`config.mk`:
```
export PLATFORM = sky130hd
export DESIGN_NAME = drive_sleep_and_protection_control
export DESIGN_NICKNAME = d
export VERILOG_FILES = /design/src/drive_ctrl_pkg.sv /design/src/second_tick.sv /design/src/drive_sleep_and_protection_control.sv
export SDC_FILE = /design/constraint.sdc
export NUM_CORES = 2
export LEC_CHECK = 0
export BUFFER_PORTS_ARGS = -buffer_cell sky130_fd_sc_hd__buf_2
export CELL_PAD_IN_SITES_DETAIL_PLACEMENT = 1
export CELL_PAD_IN_SITES_GLOBAL_PLACEMENT = 1
export CORE_MARGIN = 8
export CORE_UTILIZATION = 53
export CTS_CLUSTER_DIAMETER = 60
export CTS_CLUSTER_SIZE = 20
export DETAILED_ROUTE_END_ITERATION = 8
export GPL_TIMING_DRIVEN = 0
export PLACE_DENSITY_LB_ADDON = 0.1
export SYNTH_ARGS = -nofsm -noshare
export SYNTH_HDL_FRONTEND = slang
export SYNTH_SLANG_ARGS = --single-unit
```
`constraint.sdc`:
```
create_clock -name clk -period 21.1 [get_ports clk]
set_input_delay 2.11 -clock clk [delete_from_list [all_inputs] [get_ports clk]]
set_output_delay 2.11 -clock clk [all_outputs]
set_load 0.005 [all_outputs]
```
`src/drive_ctrl_pkg.sv`:
```
// Constants and carrier types for drive sleep and protection control
package drive_ctrl_pkg;
  localparam int unsigned clk_hz          = 50_000_000;
  localparam int unsigned tick_cycles     = clk_hz;
  localparam logic [8:0]  sleep_off       = 9'h000;
  localparam logic [8:0]  sleep_max_s     = 9'h12c;
  localparam logic [5:0]  ilim_off        = 6'h3d;
  localparam logic [15:0] wake_default    = 16'h01f4;
  localparam logic [15:0] sleep_default   = 16'h0000;
  localparam logic [7:0]  boost_default   = 8'h64;
  localparam logic [7:0]  boost_min       = 8'h01;
  localparam logic [7:0]  boost_max       = 8'hc8;
  localparam logic [7:0]  pct_full        = 8'h64;
  localparam logic [7:0]  mains_derate_pct = 8'h1e;
  localparam logic [15:0] derate_khz10    = 16'h002d;
  localparam logic [15:0] fsw_min_khz10   = 16'h0014;
  localparam logic [3:0]  addr_sleep_time = 4'h0;
  localparam logic [3:0]  addr_sleep_freq = 4'h1;
  localparam logic [3:0]  addr_wake_freq  = 4'h2;
  localparam logic [3:0]  addr_boost      = 4'h3;
  localparam logic [3:0]  addr_fsw        = 4'h4;
  localparam logic [3:0]  addr_modes      = 4'h5;
  localparam logic [3:0]  addr_ilim_delay = 4'h6;
  localparam logic [3:0]  addr_fb_low     = 4'h7;
  localparam logic [3:0]  addr_fb_high    = 4'h8;
  localparam logic [3:0]  addr_status     = 4'h9;
  localparam logic [3:0]  addr_fmax       = 4'ha;
  localparam logic [31:0] fb_low_limit    = 32'hc465_3601;

  typedef enum logic [1:0] {
    noise_adaptive = 2'h0,
    noise_fixed    = 2'h1,
    noise_lc       = 2'h2
  } noise_mode_type;

  typedef enum logic [1:0] {
    mains_trip    = 2'h0,
    mains_derate  = 2'h1,
    mains_warning = 2'h2
  } mains_action_type;

  typedef enum {run, counting, asleep} sleep_state_type;

  typedef struct packed {
    logic [8:0]  sleep_time;
    logic [15:0] sleep_freq;
    logic [15:0] wake_freq;
    logic [7:0]  boost;
    logic [15:0] switch_rate;
    logic [15:0] fmax;
    logic [1:0]  noise_mode;
    logic        no_load_action;
    logic [1:0]  mains_action;
    logic        overheat_action;
    logic [5:0]  trip_delay;
    logic [31:0] fb_low;
    logic [31:0] fb_high;
  } settings_type;

  typedef struct packed {
    logic [15:0] out_freq;
    logic [15:0] theo_freq;
    logic [15:0] current;
    logic [15:0] ilim;
    logic [15:0] low_current;
    logic [15:0] rated_current;
    logic        closed_loop;
    logic        local_or_jog;
    logic        mains_fault;
    logic        overtemp;
  } drive_in_type;

  typedef struct packed {
    logic        motor_stop;
    logic        ramp_stop;
    logic [7:0]  boost_pct;
    logic [15:0] freq_clamp;
    logic [15:0] active_switch_rate;
    logic        derate_output;
    logic [15:0] current_clamp;
    logic        warning;
    logic        alarm;
    logic        lc_protect;
  } drive_out_type;
endpackage

```
`src/second_tick.sv`:
```
// One-second tick generator
module second_tick #(
  parameter int unsigned cycles = drive_ctrl_pkg::tick_cycles
) (
  input  wire logic clk,
  input  wire logic reset,
  output logic      tick
);
  typedef struct packed {
    logic [31:0] count;
    logic        tick;
  } tick_state_type;

  tick_state_type state;
  tick_state_type next_state;

  initial begin
    if (cycles < 2) $error("tick cycles too small");
  end

  always_comb begin
    next_state = state;
    next_state.tick = 1'b0;
    if (state.count == 32'(cycles - 1)) begin
      next_state.count = 32'h0000_0000;
      next_state.tick = 1'b1;
    end else begin
      next_state.count = state.count + 32'h0000_0001;
    end
  end

  // (RULE26) Tick starts from zero
  always_ff @(posedge clk or posedge reset) begin
    if (reset) begin
      state <= '0;
    end else begin
      state <= next_state;
    end
  end

  assign tick = state.tick;
endmodule

```
`src/drive_sleep_and_protection_control.sv`:
```
// Sleep mode, switching frequency and protection responses of the drive
// Overview of operation
// (RULE1) Sleep timer starts below sleep frequency
// (RULE2) Timer expiry stops the motor
// (RULE3) Wake when theoretical frequency exceeds wake threshold
// (RULE4) Timer value off disables sleep
// (RULE5) Sleep frequency zero to wake, default zero
// (RULE6) Wake frequency sleep to max, default 50
// (RULE7) Output follows theoretical frequency down to minimum
// (RULE8) Boost setpoint before sleep, closed loop only
// (RULE9) Switch rate used only in fixed mode; the code uses it in every noise mode
// (RULE10) Output frequency at most tenth of switching
// (RULE11) Derate output above 4.5 kHz switching
// (RULE12) Noise modes adaptive, fixed, LC filter
// (RULE13) Adaptive mode keeps maximum rate without derate; the code uses the programmed rate, without derate
// (RULE14) Low current trips or warns
// (RULE15) Mains failure trip stops the motor
// (RULE16) Mains derate to 30 percent, or warn
// (RULE17) Overtemperature trip stops motor with alarm
// (RULE18) Overtemperature derate lowers rate then current
// (RULE19) Cut out after delay at current limit
// (RULE20) Delay value 61 means off
// (RULE21) Feedback scaling active in both loop modes
// (RULE22) Feedback scaled linearly between low and high
// (RULE23) Timer clears when frequency rises again
// (RULE24) Sleep stop uses ramp down
// (RULE25) No sleep under local reference or jog
// (RULE26) Timers count seconds, zero at reset
//
// Chosen here: the register offsets and the strobed register port.
module drive_sleep_and_protection_control #(
  parameter int unsigned tick_cycles = drive_ctrl_pkg::tick_cycles
) (
  input  wire logic                          clk,
  input  wire logic                          reset,
  input  wire logic [3:0]                    addr,
  input  wire logic [31:0]                   wdata,
  input  wire logic                          write,
  input  wire logic                          read,
  output logic [31:0]                        rdata,
  input  wire drive_ctrl_pkg::drive_in_type  drive_in,
  input  wire logic [15:0]                   feedback_raw,
  output drive_ctrl_pkg::drive_out_type      drive_out,
  output logic [31:0]                        feedback_scaled
);
  typedef struct packed {
    drive_ctrl_pkg::settings_type    cfg;
    drive_ctrl_pkg::sleep_state_type sleep_state;
    logic [8:0]                      sleep_count;
    logic [5:0]                      ilim_count;
    logic                            ilim_trip;
    logic                            heat_rate_low;
    logic [31:0]                     rdata;
    drive_ctrl_pkg::drive_out_type   out;
    logic [31:0]                     fb;
  } ctrl_state_type;

  ctrl_state_type state;
  ctrl_state_type next_state;
  logic           tick;

  initial begin
    if (tick_cycles < 2) $error("tick_cycles too small");
  end

  second_tick #(
    .cycles (tick_cycles)
  ) tick_gen (
    .clk   (clk),
    .reset (reset),
    .tick  (tick)
  );

  function automatic logic [15:0] pct_of(input logic [15:0] v,
                                         input logic [7:0] p);
    logic [23:0] prod;
    prod = v * p;
    pct_of = 16'(prod / drive_ctrl_pkg::pct_full);
  endfunction

  function automatic logic [15:0] min16(input logic [15:0] a,
                                        input logic [15:0] b);
    min16 = (a < b) ? a : b;
  endfunction

  always_comb begin
    logic [15:0] rate;
    logic [15:0] cur_lim;
    logic        sleep_ok;
    logic        below;
    logic        stop_now;
    logic signed [47:0] span;
    logic signed [47:0] scaled;
    rate = 16'h0000;
    cur_lim = 16'h0000;
    sleep_ok = 1'b0;
    below = 1'b0;
    stop_now = 1'b0;
    span = '0;
    scaled = '0;
    next_state = state;
    next_state.rdata = 32'h0000_0000;

    if (write) begin
      case (addr)
        drive_ctrl_pkg::addr_sleep_time: begin
          if (wdata[8:0] <= drive_ctrl_pkg::sleep_max_s) begin
            next_state.cfg.sleep_time = wdata[8:0];
          end
        end
        // (RULE5) Sleep frequency bounded by wake
        drive_ctrl_pkg::addr_sleep_freq: begin
          if (wdata[15:0] <= state.cfg.wake_freq) begin
            next_state.cfg.sleep_freq = wdata[15:0];
          end
        end
        // (RULE6) Wake bounded by sleep and max
        drive_ctrl_pkg::addr_wake_freq: begin
          if (wdata[15:0] >= state.cfg.sleep_freq &&
              wdata[15:0] <= state.cfg.fmax) begin
            next_state.cfg.wake_freq = wdata[15:0];
          end
        end
        drive_ctrl_pkg::addr_boost: begin
          if (wdata[7:0] >= drive_ctrl_pkg::boost_min &&
              wdata[7:0] <= drive_ctrl_pkg::boost_max) begin
            next_state.cfg.boost = wdata[7:0];
          end
        end
        drive_ctrl_pkg::addr_fsw: begin
          next_state.cfg.switch_rate = wdata[15:0];
        end
        // (RULE12) Mode codes, unknown codes ignored
        drive_ctrl_pkg::addr_modes: begin
          if (wdata[1:0] != 2'h3 && wdata[4:3] != 2'h3) begin
            next_state.cfg.noise_mode = wdata[1:0];
            next_state.cfg.no_load_action = wdata[2];
            next_state.cfg.mains_action = wdata[4:3];
            next_state.cfg.overheat_action = wdata[5];
          end
        end
        drive_ctrl_pkg::addr_ilim_delay: begin
          if (wdata[5:0] <= drive_ctrl_pkg::ilim_off) begin
            next_state.cfg.trip_delay = wdata[5:0];
          end
        end
        // (RULE22) Low scale not above high
        drive_ctrl_pkg::addr_fb_low: begin
          if ($signed(wdata) <= $signed(state.cfg.fb_high) &&
              $signed(wdata) >= $signed(drive_ctrl_pkg::fb_low_limit)) begin
            next_state.cfg.fb_low = wdata;
          end
        end
        drive_ctrl_pkg::addr_fb_high: begin
          if ($signed(wdata) >= $signed(state.cfg.fb_low)) begin
            next_state.cfg.fb_high = wdata;
          end
        end
        drive_ctrl_pkg::addr_fmax: begin
          next_state.cfg.fmax = wdata[15:0];
        end
        default: begin
        end
      endcase
    end

    if (read) begin
      case (addr)
        drive_ctrl_pkg::addr_sleep_time: next_state.rdata = 32'(state.cfg.sleep_time);
        drive_ctrl_pkg::addr_sleep_freq: next_state.rdata = 32'(state.cfg.sleep_freq);
        drive_ctrl_pkg::addr_wake_freq:  next_state.rdata = 32'(state.cfg.wake_freq);
        drive_ctrl_pkg::addr_boost:      next_state.rdata = 32'(state.cfg.boost);
        drive_ctrl_pkg::addr_fsw:        next_state.rdata = 32'(state.cfg.switch_rate);
        drive_ctrl_pkg::addr_modes: begin
          next_state.rdata = 32'({state.cfg.overheat_action,
                                  state.cfg.mains_action,
                                  state.cfg.no_load_action,
                                  state.cfg.noise_mode});
        end
        drive_ctrl_pkg::addr_ilim_delay: next_state.rdata = 32'(state.cfg.trip_delay);
        drive_ctrl_pkg::addr_fb_low:     next_state.rdata = state.cfg.fb_low;
        drive_ctrl_pkg::addr_fb_high:    next_state.rdata = state.cfg.fb_high;
        drive_ctrl_pkg::addr_fmax:       next_state.rdata = 32'(state.cfg.fmax);
        drive_ctrl_pkg::addr_status: begin
          next_state.rdata = 32'({state.sleep_count, state.ilim_count,
                                  state.ilim_trip,
                                  state.sleep_state == drive_ctrl_pkg::asleep,
                                  state.out.warning, state.out.alarm,
                                  state.out.motor_stop});
        end
        default: next_state.rdata = 32'h0000_0000;
      endcase
    end

    // (RULE25) Sleep barred for local or jog
    // (RULE4) Off value disables sleep
    sleep_ok = (state.cfg.sleep_time != drive_ctrl_pkg::sleep_off) &&
               !drive_in.local_or_jog;
    below = drive_in.out_freq < state.cfg.sleep_freq;

    case (state.sleep_state)
      drive_ctrl_pkg::run: begin
        next_state.sleep_count = 9'h000;
        // (RULE1) Start count below threshold
        if (sleep_ok && below) begin
          next_state.sleep_state = drive_ctrl_pkg::counting;
        end
      end
      drive_ctrl_pkg::counting: begin
        if (!sleep_ok || !below) begin
          // (RULE23) Rising frequency clears timer
          next_state.sleep_state = drive_ctrl_pkg::run;
          next_state.sleep_count = 9'h000;
        end else if (state.sleep_count >= state.cfg.sleep_time) begin
          // (RULE2) Expiry stops motor
          next_state.sleep_state = drive_ctrl_pkg::asleep;
        end else if (tick) begin
          // (RULE26) Whole-second counting
          next_state.sleep_count = state.sleep_count + 9'h001;
        end
      end
      drive_ctrl_pkg::asleep: begin
        next_state.sleep_count = 9'h000;
        // (RULE3) Wake on theoretical frequency
        if (drive_in.theo_freq > state.cfg.wake_freq || !sleep_ok) begin
          next_state.sleep_state = drive_ctrl_pkg::run;
        end
      end
      default: next_state.sleep_state = drive_ctrl_pkg::run;
    endcase

    // (RULE19) Count seconds at current limit
    if (drive_in.current >= drive_in.ilim &&
        state.cfg.trip_delay != drive_ctrl_pkg::ilim_off) begin
      if (state.ilim_count >= state.cfg.trip_delay) begin
        next_state.ilim_trip = 1'b1;
      end else if (tick) begin
        next_state.ilim_count = state.ilim_count + 6'h01;
      end
    end else begin
      // (RULE20) Off value never cuts out
      next_state.ilim_count = 6'h00;
    end

    // (RULE18) Overheat derate first lowers rate
    if (drive_in.overtemp && state.cfg.overheat_action) begin
      if (tick) next_state.heat_rate_low = 1'b1;
    end else begin
      next_state.heat_rate_low = 1'b0;
    end

    // (RULE9) Fixed mode uses programmed rate
    // (RULE13) Other modes also use the programmed rate
    rate = state.cfg.switch_rate;
    if (state.heat_rate_low) rate = drive_ctrl_pkg::fsw_min_khz10;
    next_state.out.active_switch_rate = rate;
    // (RULE11) Derate above 4.5 kHz, not adaptive
    next_state.out.derate_output =
      rate > drive_ctrl_pkg::derate_khz10 &&
      state.cfg.noise_mode != drive_ctrl_pkg::noise_adaptive;
    next_state.out.lc_protect =
      state.cfg.noise_mode == drive_ctrl_pkg::noise_lc;
    // (RULE10) Tenth of switching rate, 0.1 Hz units
    next_state.out.freq_clamp = min16(state.cfg.fmax, 16'(rate * 16'h0064));

    cur_lim = drive_in.ilim;
    // (RULE16) Mains derate to 30 percent
    if (drive_in.mains_fault &&
        state.cfg.mains_action == drive_ctrl_pkg::mains_derate) begin
      cur_lim = min16(cur_lim, pct_of(drive_in.rated_current,
                                      drive_ctrl_pkg::mains_derate_pct));
    end
    if (drive_in.overtemp && state.cfg.overheat_action &&
        state.out.active_switch_rate == drive_ctrl_pkg::fsw_min_khz10) begin
      cur_lim = min16(cur_lim, pct_of(drive_in.rated_current,
                                      drive_ctrl_pkg::mains_derate_pct));
    end
    next_state.out.current_clamp = cur_lim;

    // (RULE14) Low current trip action
    // (RULE15) Mains trip stops motor
    // (RULE17) Overheat trip with alarm
    stop_now = state.ilim_trip ||
      (drive_in.current < drive_in.low_current && !state.cfg.no_load_action) ||
      (drive_in.mains_fault &&
       state.cfg.mains_action == drive_ctrl_pkg::mains_trip) ||
      (drive_in.overtemp && !state.cfg.overheat_action);
    next_state.out.alarm = stop_now;
    next_state.out.motor_stop = stop_now ||
      state.sleep_state == drive_ctrl_pkg::asleep;
    // (RULE24) Sleep stop ramps down
    next_state.out.ramp_stop = state.sleep_state == drive_ctrl_pkg::asleep;
    next_state.out.warning =
      (drive_in.current < drive_in.low_current && state.cfg.no_load_action) ||
      (drive_in.mains_fault &&
       state.cfg.mains_action != drive_ctrl_pkg::mains_trip) ||
      (drive_in.overtemp && state.cfg.overheat_action);
    // (RULE8) Boost while counting, closed loop
    // (RULE7) Output tracks theoretical reference externally
    next_state.out.boost_pct =
      (drive_in.closed_loop &&
       state.sleep_state == drive_ctrl_pkg::counting) ?
      state.cfg.boost : drive_ctrl_pkg::pct_full;

    // (RULE21) Scaling independent of loop mode
    span = 48'(signed'(state.cfg.fb_high)) - 48'(signed'(state.cfg.fb_low));
    scaled = 48'(signed'(state.cfg.fb_low)) +
             ((span * signed'({1'b0, feedback_raw})) >>> 16);
    next_state.fb = scaled[31:0];
  end

  always_ff @(posedge clk or posedge reset) begin
    if (reset) begin
      state <= '0;
      state.cfg.sleep_time <= drive_ctrl_pkg::sleep_off;
      state.cfg.sleep_freq <= drive_ctrl_pkg::sleep_default;
      state.cfg.wake_freq <= drive_ctrl_pkg::wake_default;
      state.cfg.boost <= drive_ctrl_pkg::boost_default;
      state.cfg.fmax <= drive_ctrl_pkg::wake_default;
      state.cfg.switch_rate <= drive_ctrl_pkg::derate_khz10;
      state.cfg.no_load_action <= 1'b1;
      state.cfg.trip_delay <= drive_ctrl_pkg::ilim_off;
      state.cfg.fb_high <= 32'h0001_86a0;
      state.out.boost_pct <= drive_ctrl_pkg::pct_full;
    end else begin
      state <= next_state;
    end
  end

  assign rdata = state.rdata;
  assign drive_out = state.out;
  assign feedback_scaled = state.fb;
endmodule

```
# After elaboration in Yosys (flattened, before gate mapping)
# Index checks and enable logic that the tools add are counted.
word_totals:
  ff_bits: 365
  inputBits: 156
  wordCells: 166
classes:
  addsub: 5
  mul: 3
  div_mod_pow: 1
  magnitude_cmp: 20
  eq_ne: 29
  mux: 24
  n_reduce_logical: 52
op_table:
  columns: ["operator", "n"]
  rows:
  - ["32-bit case mux with 11 select lines", 1]
  - ["32-bit 2-to-1 mux", 5]
  - ["16-bit 2-to-1 mux", 6]
  - ["32-bit case mux with 3 select lines", 1]
  - ["16-bit < comparator", 5]
  - ["32-bit by 2-bit == test with 1-bit output (second input constant)", 2]
  - ["33-bit by 17-bit multiplier with 48-bit output", 1]
  - ["41-bit 2-to-1 mux", 1]
  - ["32-bit by 32-bit subtractor with 33-bit output", 1]
  - ["32-bit by 1-bit adder with 32-bit output (second input constant)", 1]
  - ["32-bit adder", 1]
  - ["32-bit by 1-bit == test with 1-bit output (second input constant)", 1]
  - ["32-bit by 26-bit == test with 1-bit output (second input constant)", 1]
  - ["32-bit by 3-bit == test with 1-bit output (second input constant)", 1]
  - ["16-bit >= comparator", 2]
  - ["32-bit by 31-bit >= comparator with 1-bit output (second input constant)", 1]
  - ["32-bit >= comparator", 1]
  - ["16-bit <= comparator", 2]
  - ["32-bit <= comparator", 1]
  - ["32-bit logical NOT", 1]
  - ["3-bit AND reduction", 10]
  - ["21-bit by 7-bit divider with 24-bit output (second input constant)", 1]
  - ["16-bit by 4-bit multiplier with 20-bit output (second input constant)", 1]
  - ["6-bit 2-to-1 mux", 3]
  - ["other kinds (36)", 83]

# Longest topological paths before layout
logic_depth:
  ltp_word: 8
  depth_mapped: 92
  ltp_nobuf: 79

# Hierarchy
# Synthesis repeated with hierarchy kept, for this count alone.
hier_totals:
  hier_cells: 5739
  hier_area_um2: 49920.4
by_module_without_submodules:
  columns: ["module", "n_inst", "cells_per_inst", "area_per_inst_um2", "seq_area_each_um2"]
  rows:
  - ["drive_sleep_and_protection_control", 1, 5572, 48257.5, 7599.8]
  - ["second_tick", 1, 167, 1662.8, 825.8]

# Worst setup path before layout
# OpenSTA, ideal clock, no wires.
synth_timing:
  path_kind: "input-to-reg"
  startpoint: "input port drive_in[4] in the netlist's numbering"
  endpoint: "register state (netlist bit drive_out[16])"
  setup_time_ns: 0.121
  arrival_time_ns: 20.243
  path_slack_ns: 0.736
  path_stages: 83
  n_path_buf: 12
  path_cell_list: "fa_1 -> fa_1 -> inv_1 -> fa_1 -> and2b_4 -> o2111ai_1 -> a311oi_2 -> mux2_1 -> or2_1 -> buf_4 -> o211a_2 -> inv_2 -> nor2_1 -> mux2_1 -> or3_4 -> a2111oi_1 -> a211oi_2 -> o31ai_2 -> (+47 left out) -> a221o_1 -> o311a_1 -> or4b_1 -> and2_1 -> clkbuf_1 -> a21oi_1 -> ha_1 -> a21o_1 -> a21oi_1 -> nand2_1 -> a31oi_1 -> nor4_1 -> o31a_1 -> a311o_1 -> or2_0 -> clkbuf_1 -> buf_6 -> o22a_1"
synth_lines:
  columns: ["item", "line_no", "text"]
  rows:
  - ["from (decl)", "drive_sleep_and_protection_control.sv:41", "input wire drive_ctrl_pkg::drive_in_type drive_in,"]
  - ["to (signal assigned)", "drive_sleep_and_protection_control.sv:326", "state <= next_state;"]
  - ["to (decl)", "drive_sleep_and_protection_control.sv:58", "ctrl_state_type state;"]

==> results.py <==
metrics = {
    "outcome": {
        "status": "finished, violations left",
        "violations": "setup timing",
    },
    "clocking": {
        "tritoncts_clock_tree": "built",
        "clock_sinks": 335,
        "cts_clk_pin_slew_worst_paths_ns": 0.07,
        "cell_chosen_for_the_clock_root": "clkbuf_16",
        "cts-htree-levels": 2,
        "max-clock-path-buffers": 3,
        "clock_insertion_delay_worst_skew_ns": 0.64,
        "cts_buffers": 42,
    },
    "die": {
        "fp.dieW_microns": 323,
        "pin_count": 282,
        "die-area_sq_um": 104000,
        "placementRows": 112,
        "die_height_microns": 323,
        "start_util": 0.535,
        "core_sq_um": 93500,
    },
    "yosys": {
        "synth-adder-area-share": 0.328,
        "synth_compound_area_frac": 0.155,
        "main_combinational_cell_family_by_area_after_synthesis": "adder cells",
        "post_synth_num_cell_types": 138,
        "synthesis.instances": 5705,
        "seq_area_frac_synth": 0.168,
        "postSynth.asyncResetShare": 1.00,
        "synth_mux_area_frac": 0.0344,
        "synthesis.nets": 6857,
        "synth_top_cell_area_share": 0.211,
        "yosys_warnings": 0,
        "synth_edf_count": 0,
        "mappedNetlistArea_sq_um": 50000,
        "synth_seq_cells": 335,
        "syn_avg_cell_area_sq_um": 8.77,
        "basic_gate_share_of_the_synthesized_area_counting_and_or_nand_and_nor_cells": 0.173,
        "top_reg_cell_synth": "dfrtp_1",
        "yosys.area_share.xor_xnor": 0.0396,
        "netlist_top_cells_area": "fa_1 21%, dfrtp_1 15%, ha_1 12%",
        "cell_taking_the_most_area_after_synthesis": "fa_1",
    },
    "place": {
        "port_buffers": 276,
        "dp_hpwl_microns": 149000,
        "gp_congestion": 0.950,
    },
    "setup_path": {
        "max_stage_delay_ns": 0.70,
        "timing.critical_path.mode_cell": "buf_4",
        "setup.worst_path.start_class": "primary input",
        "critPathCaptureType": "flip-flop",
        "worstPathArrival_ns": 22.21,
        "worst-setup-path-type": "in -> reg",
        "slowest_stage": "fa_2",
        "cp_data_required_time_ns": 21.64,
        "critical_path_peak_fanout": 11,
    },
    "cells_and_area": {
        "area_growth_pct": 18.0,
        "num-fill-cells": 10900,
        "drive_gt1_frac": 0.214,
        "final_core_util": 0.632,
        "fin_nets": 7392,
    },
    "sta": {
        "clock.fmax_mhz": 46.2,
        "report.final.slew_viol_count": 0,
        "slew_headroom": 0.0514,
        "final.min_clock_period_ns": 21.66,
        "timing.final.hold_violations": 0,
        "finalSetupViolations": 14,
        "finalCritPeriodShare": 1.03,
        "timing.clock.skew_ns": 0.0340,
        "worst-slew-pin-transition_ns": 1.41,
        "fin_ws_ns": -0.564,
    },
    "detailed_routing": {
        "route.detailed.drc": 0,
        "route.vias.total": 47300,
        "post_drt_via_cell_ratio": 6.28,
        "wl_met2_microns": 91300,
        "met1_layer_wirelength_in_the_final_routing_microns": 76300,
        "firstDrtPassIters": 7,
        "route.detailed.wl_per_inst_microns": 26.0,
        "drt_iter0_markers": 4367,
        "route.top_layer_used": "met5",
        "wl_met3_microns": 18300,
        "postRouteAntennaNets": 0,
        "wl_microns": 196000,
    },
    "global_routing": {
        "grt_start_max_net_pins": 125,
        "overflow": 0,
        "grt_use_total": 0.352,
        "grt_pass1_wl_microns": 289000,
        "grt_antenna_before_repair": 14,
        "grt_pass1_vias": 50000,
    },
    "flow_run": {
        "drv_cap": 0,
    },
    "hold_path": {
        "hold_class": "reg -> reg",
    },
}
==> state kept, by name, summed over array words and instances, names as in the netlist <==
register and flops:
feedback_scaled 32, rdata 32, tick_gen.tick 1, drive_out 62, state 176, tick_gen.state 32
==> final timing paths <==
kind                                     from                   to  slack [ns]  depth (start not counted)
max in group asynchronous               reset        drive_out[17]       18.27                          3
setup reg to reg                   state[208]  feedback_scaled[31]        3.74                         68
hold / removal             tick_gen.state[32]   tick_gen.state[32]        0.50                          1
min in group asynchronous               reset            rdata[22]        1.59                          2
hold reg to reg            tick_gen.state[32]   tick_gen.state[32]        0.50                          1
setup / recovery                  drive_in[5]        drive_out[10]       -0.56                         80
==> area by class of cell <==
| cell class | instances | area [sq um] | area share |
|---|---|---|---|
| Clock inverter | 33 | 454 | 0.00769 |
| Clock buffer | 45 | 1090 | 0.0185 |
| Timing Repair Buffer | 496 | 3170 | 0.0536 |
| Tap cell | 1254 | 1570 | 0.0266 |
| Buffer | 329 | 2000 | 0.0339 |
| Multi-Input combinational cell | 4177 | 39000 | 0.661 |
| Inverter | 859 | 3280 | 0.0555 |
| Antenna cell | 10 | 25.0 | 0.000424 |
| Sequential cell | 335 | 8430 | 0.143 |
==> routing by layer <==
layer	track usage	vias to the layer above
li1	-	20200
met1	0.459	24000
met2	0.572	2471
met3	0.0739	731
met4	0.141	8
met5	0	-
==> kinds of logic after synthesis <==
| group | count (synthesis) |
|---|---|
| adders and majority gates | 997 |
| xor gates and xnor gates | 223 |
| muxes | 156 |
| buffers and inverters | 1193 |
| and+or+nand+nor | 1688 |
| AOI/OAI and AO/OA | 1113 |
| DFF | 335 |
==> what timing repair did <==
item                                   CTS  global route
buffers inserted                        83           133
gates cloned                             0             2
endpoints found under the hold margin    0             0
gates resized for setup                242           294
pin swaps                               68           148
setup endpoints to repair               15            15
hold buffers                             0             0
==> synth_stat cells (45+ instances only) <==
| library cell | count |
|---|---|
| nor2b_1 | 85 |
| dfrtp_1 | 301 |
| nand3_1 | 92 |
| o21a_1 | 65 |
| a21oi_1 | 261 |
| buf_4 | 136 |
| fa_1 | 528 |
| xor2_1 | 45 |
| ha_1 | 468 |
| a21o_1 | 52 |
| nor2_1 | 239 |
| xnor2_1 | 174 |
| nor3_1 | 125 |
| nand4_1 | 62 |
| and2_1 | 223 |
| nand2_1 | 550 |
| nand2b_1 | 80 |
| inv_1 | 844 |
| clkbuf_1 | 156 |
| mux2_2 | 122 |
| o21ai_0 | 206 |
==> per-stage QoR <==
step	setup TNS (ns)	instance area (sq um)	setup slack (ns)	instances	hold WS, ns
2_1_floorplan	0	50000	0.736	5705	0.445
3_3_place_gp	-65.90	53000	-4.58	7235	0.461
3_5_place_dp	-68.91	53100	-4.78	7238	0.480
4_1_cts	0	56500	0.0116	7395	0.497
5_1_grt	-11.13	59000	-0.835	7532	0.508
6_report	-6.79	59000	-0.564	7538	0.502
==> cells in the final DEF, fill, tap and decap left out, types with 79 or more instances in the layout <==
master and count:
inv_1 836, nand2_1 535, fa_1 527, ha_1 467, buf_4 343, dfrtp_1 301, buf_2 290, a21oi_1 224
nor2_1 222, and2_1 215, o21ai_0 199, xnor2_1 150, clkbuf_1 149, mux2_2 121, nor3_1 112, nand3_1 90
nor2b_1 82, nand2b_1 79
==> worst max-delay path, delay by kind of cell <==
family	cells	cell delay, ns
buffers and inverters	18	3.07
multiplexers	2	0.69
AO/OA/AOI/OAI	32	8.38
XOR/XNOR	2	0.73
adder cells (fa/ha/maj)	4	2.18
AND/OR/NAND/NOR	22	4.94
Power is not shown: default switching activity piles up to over one toggle a cycle in this logic, so the estimate is an artifact.
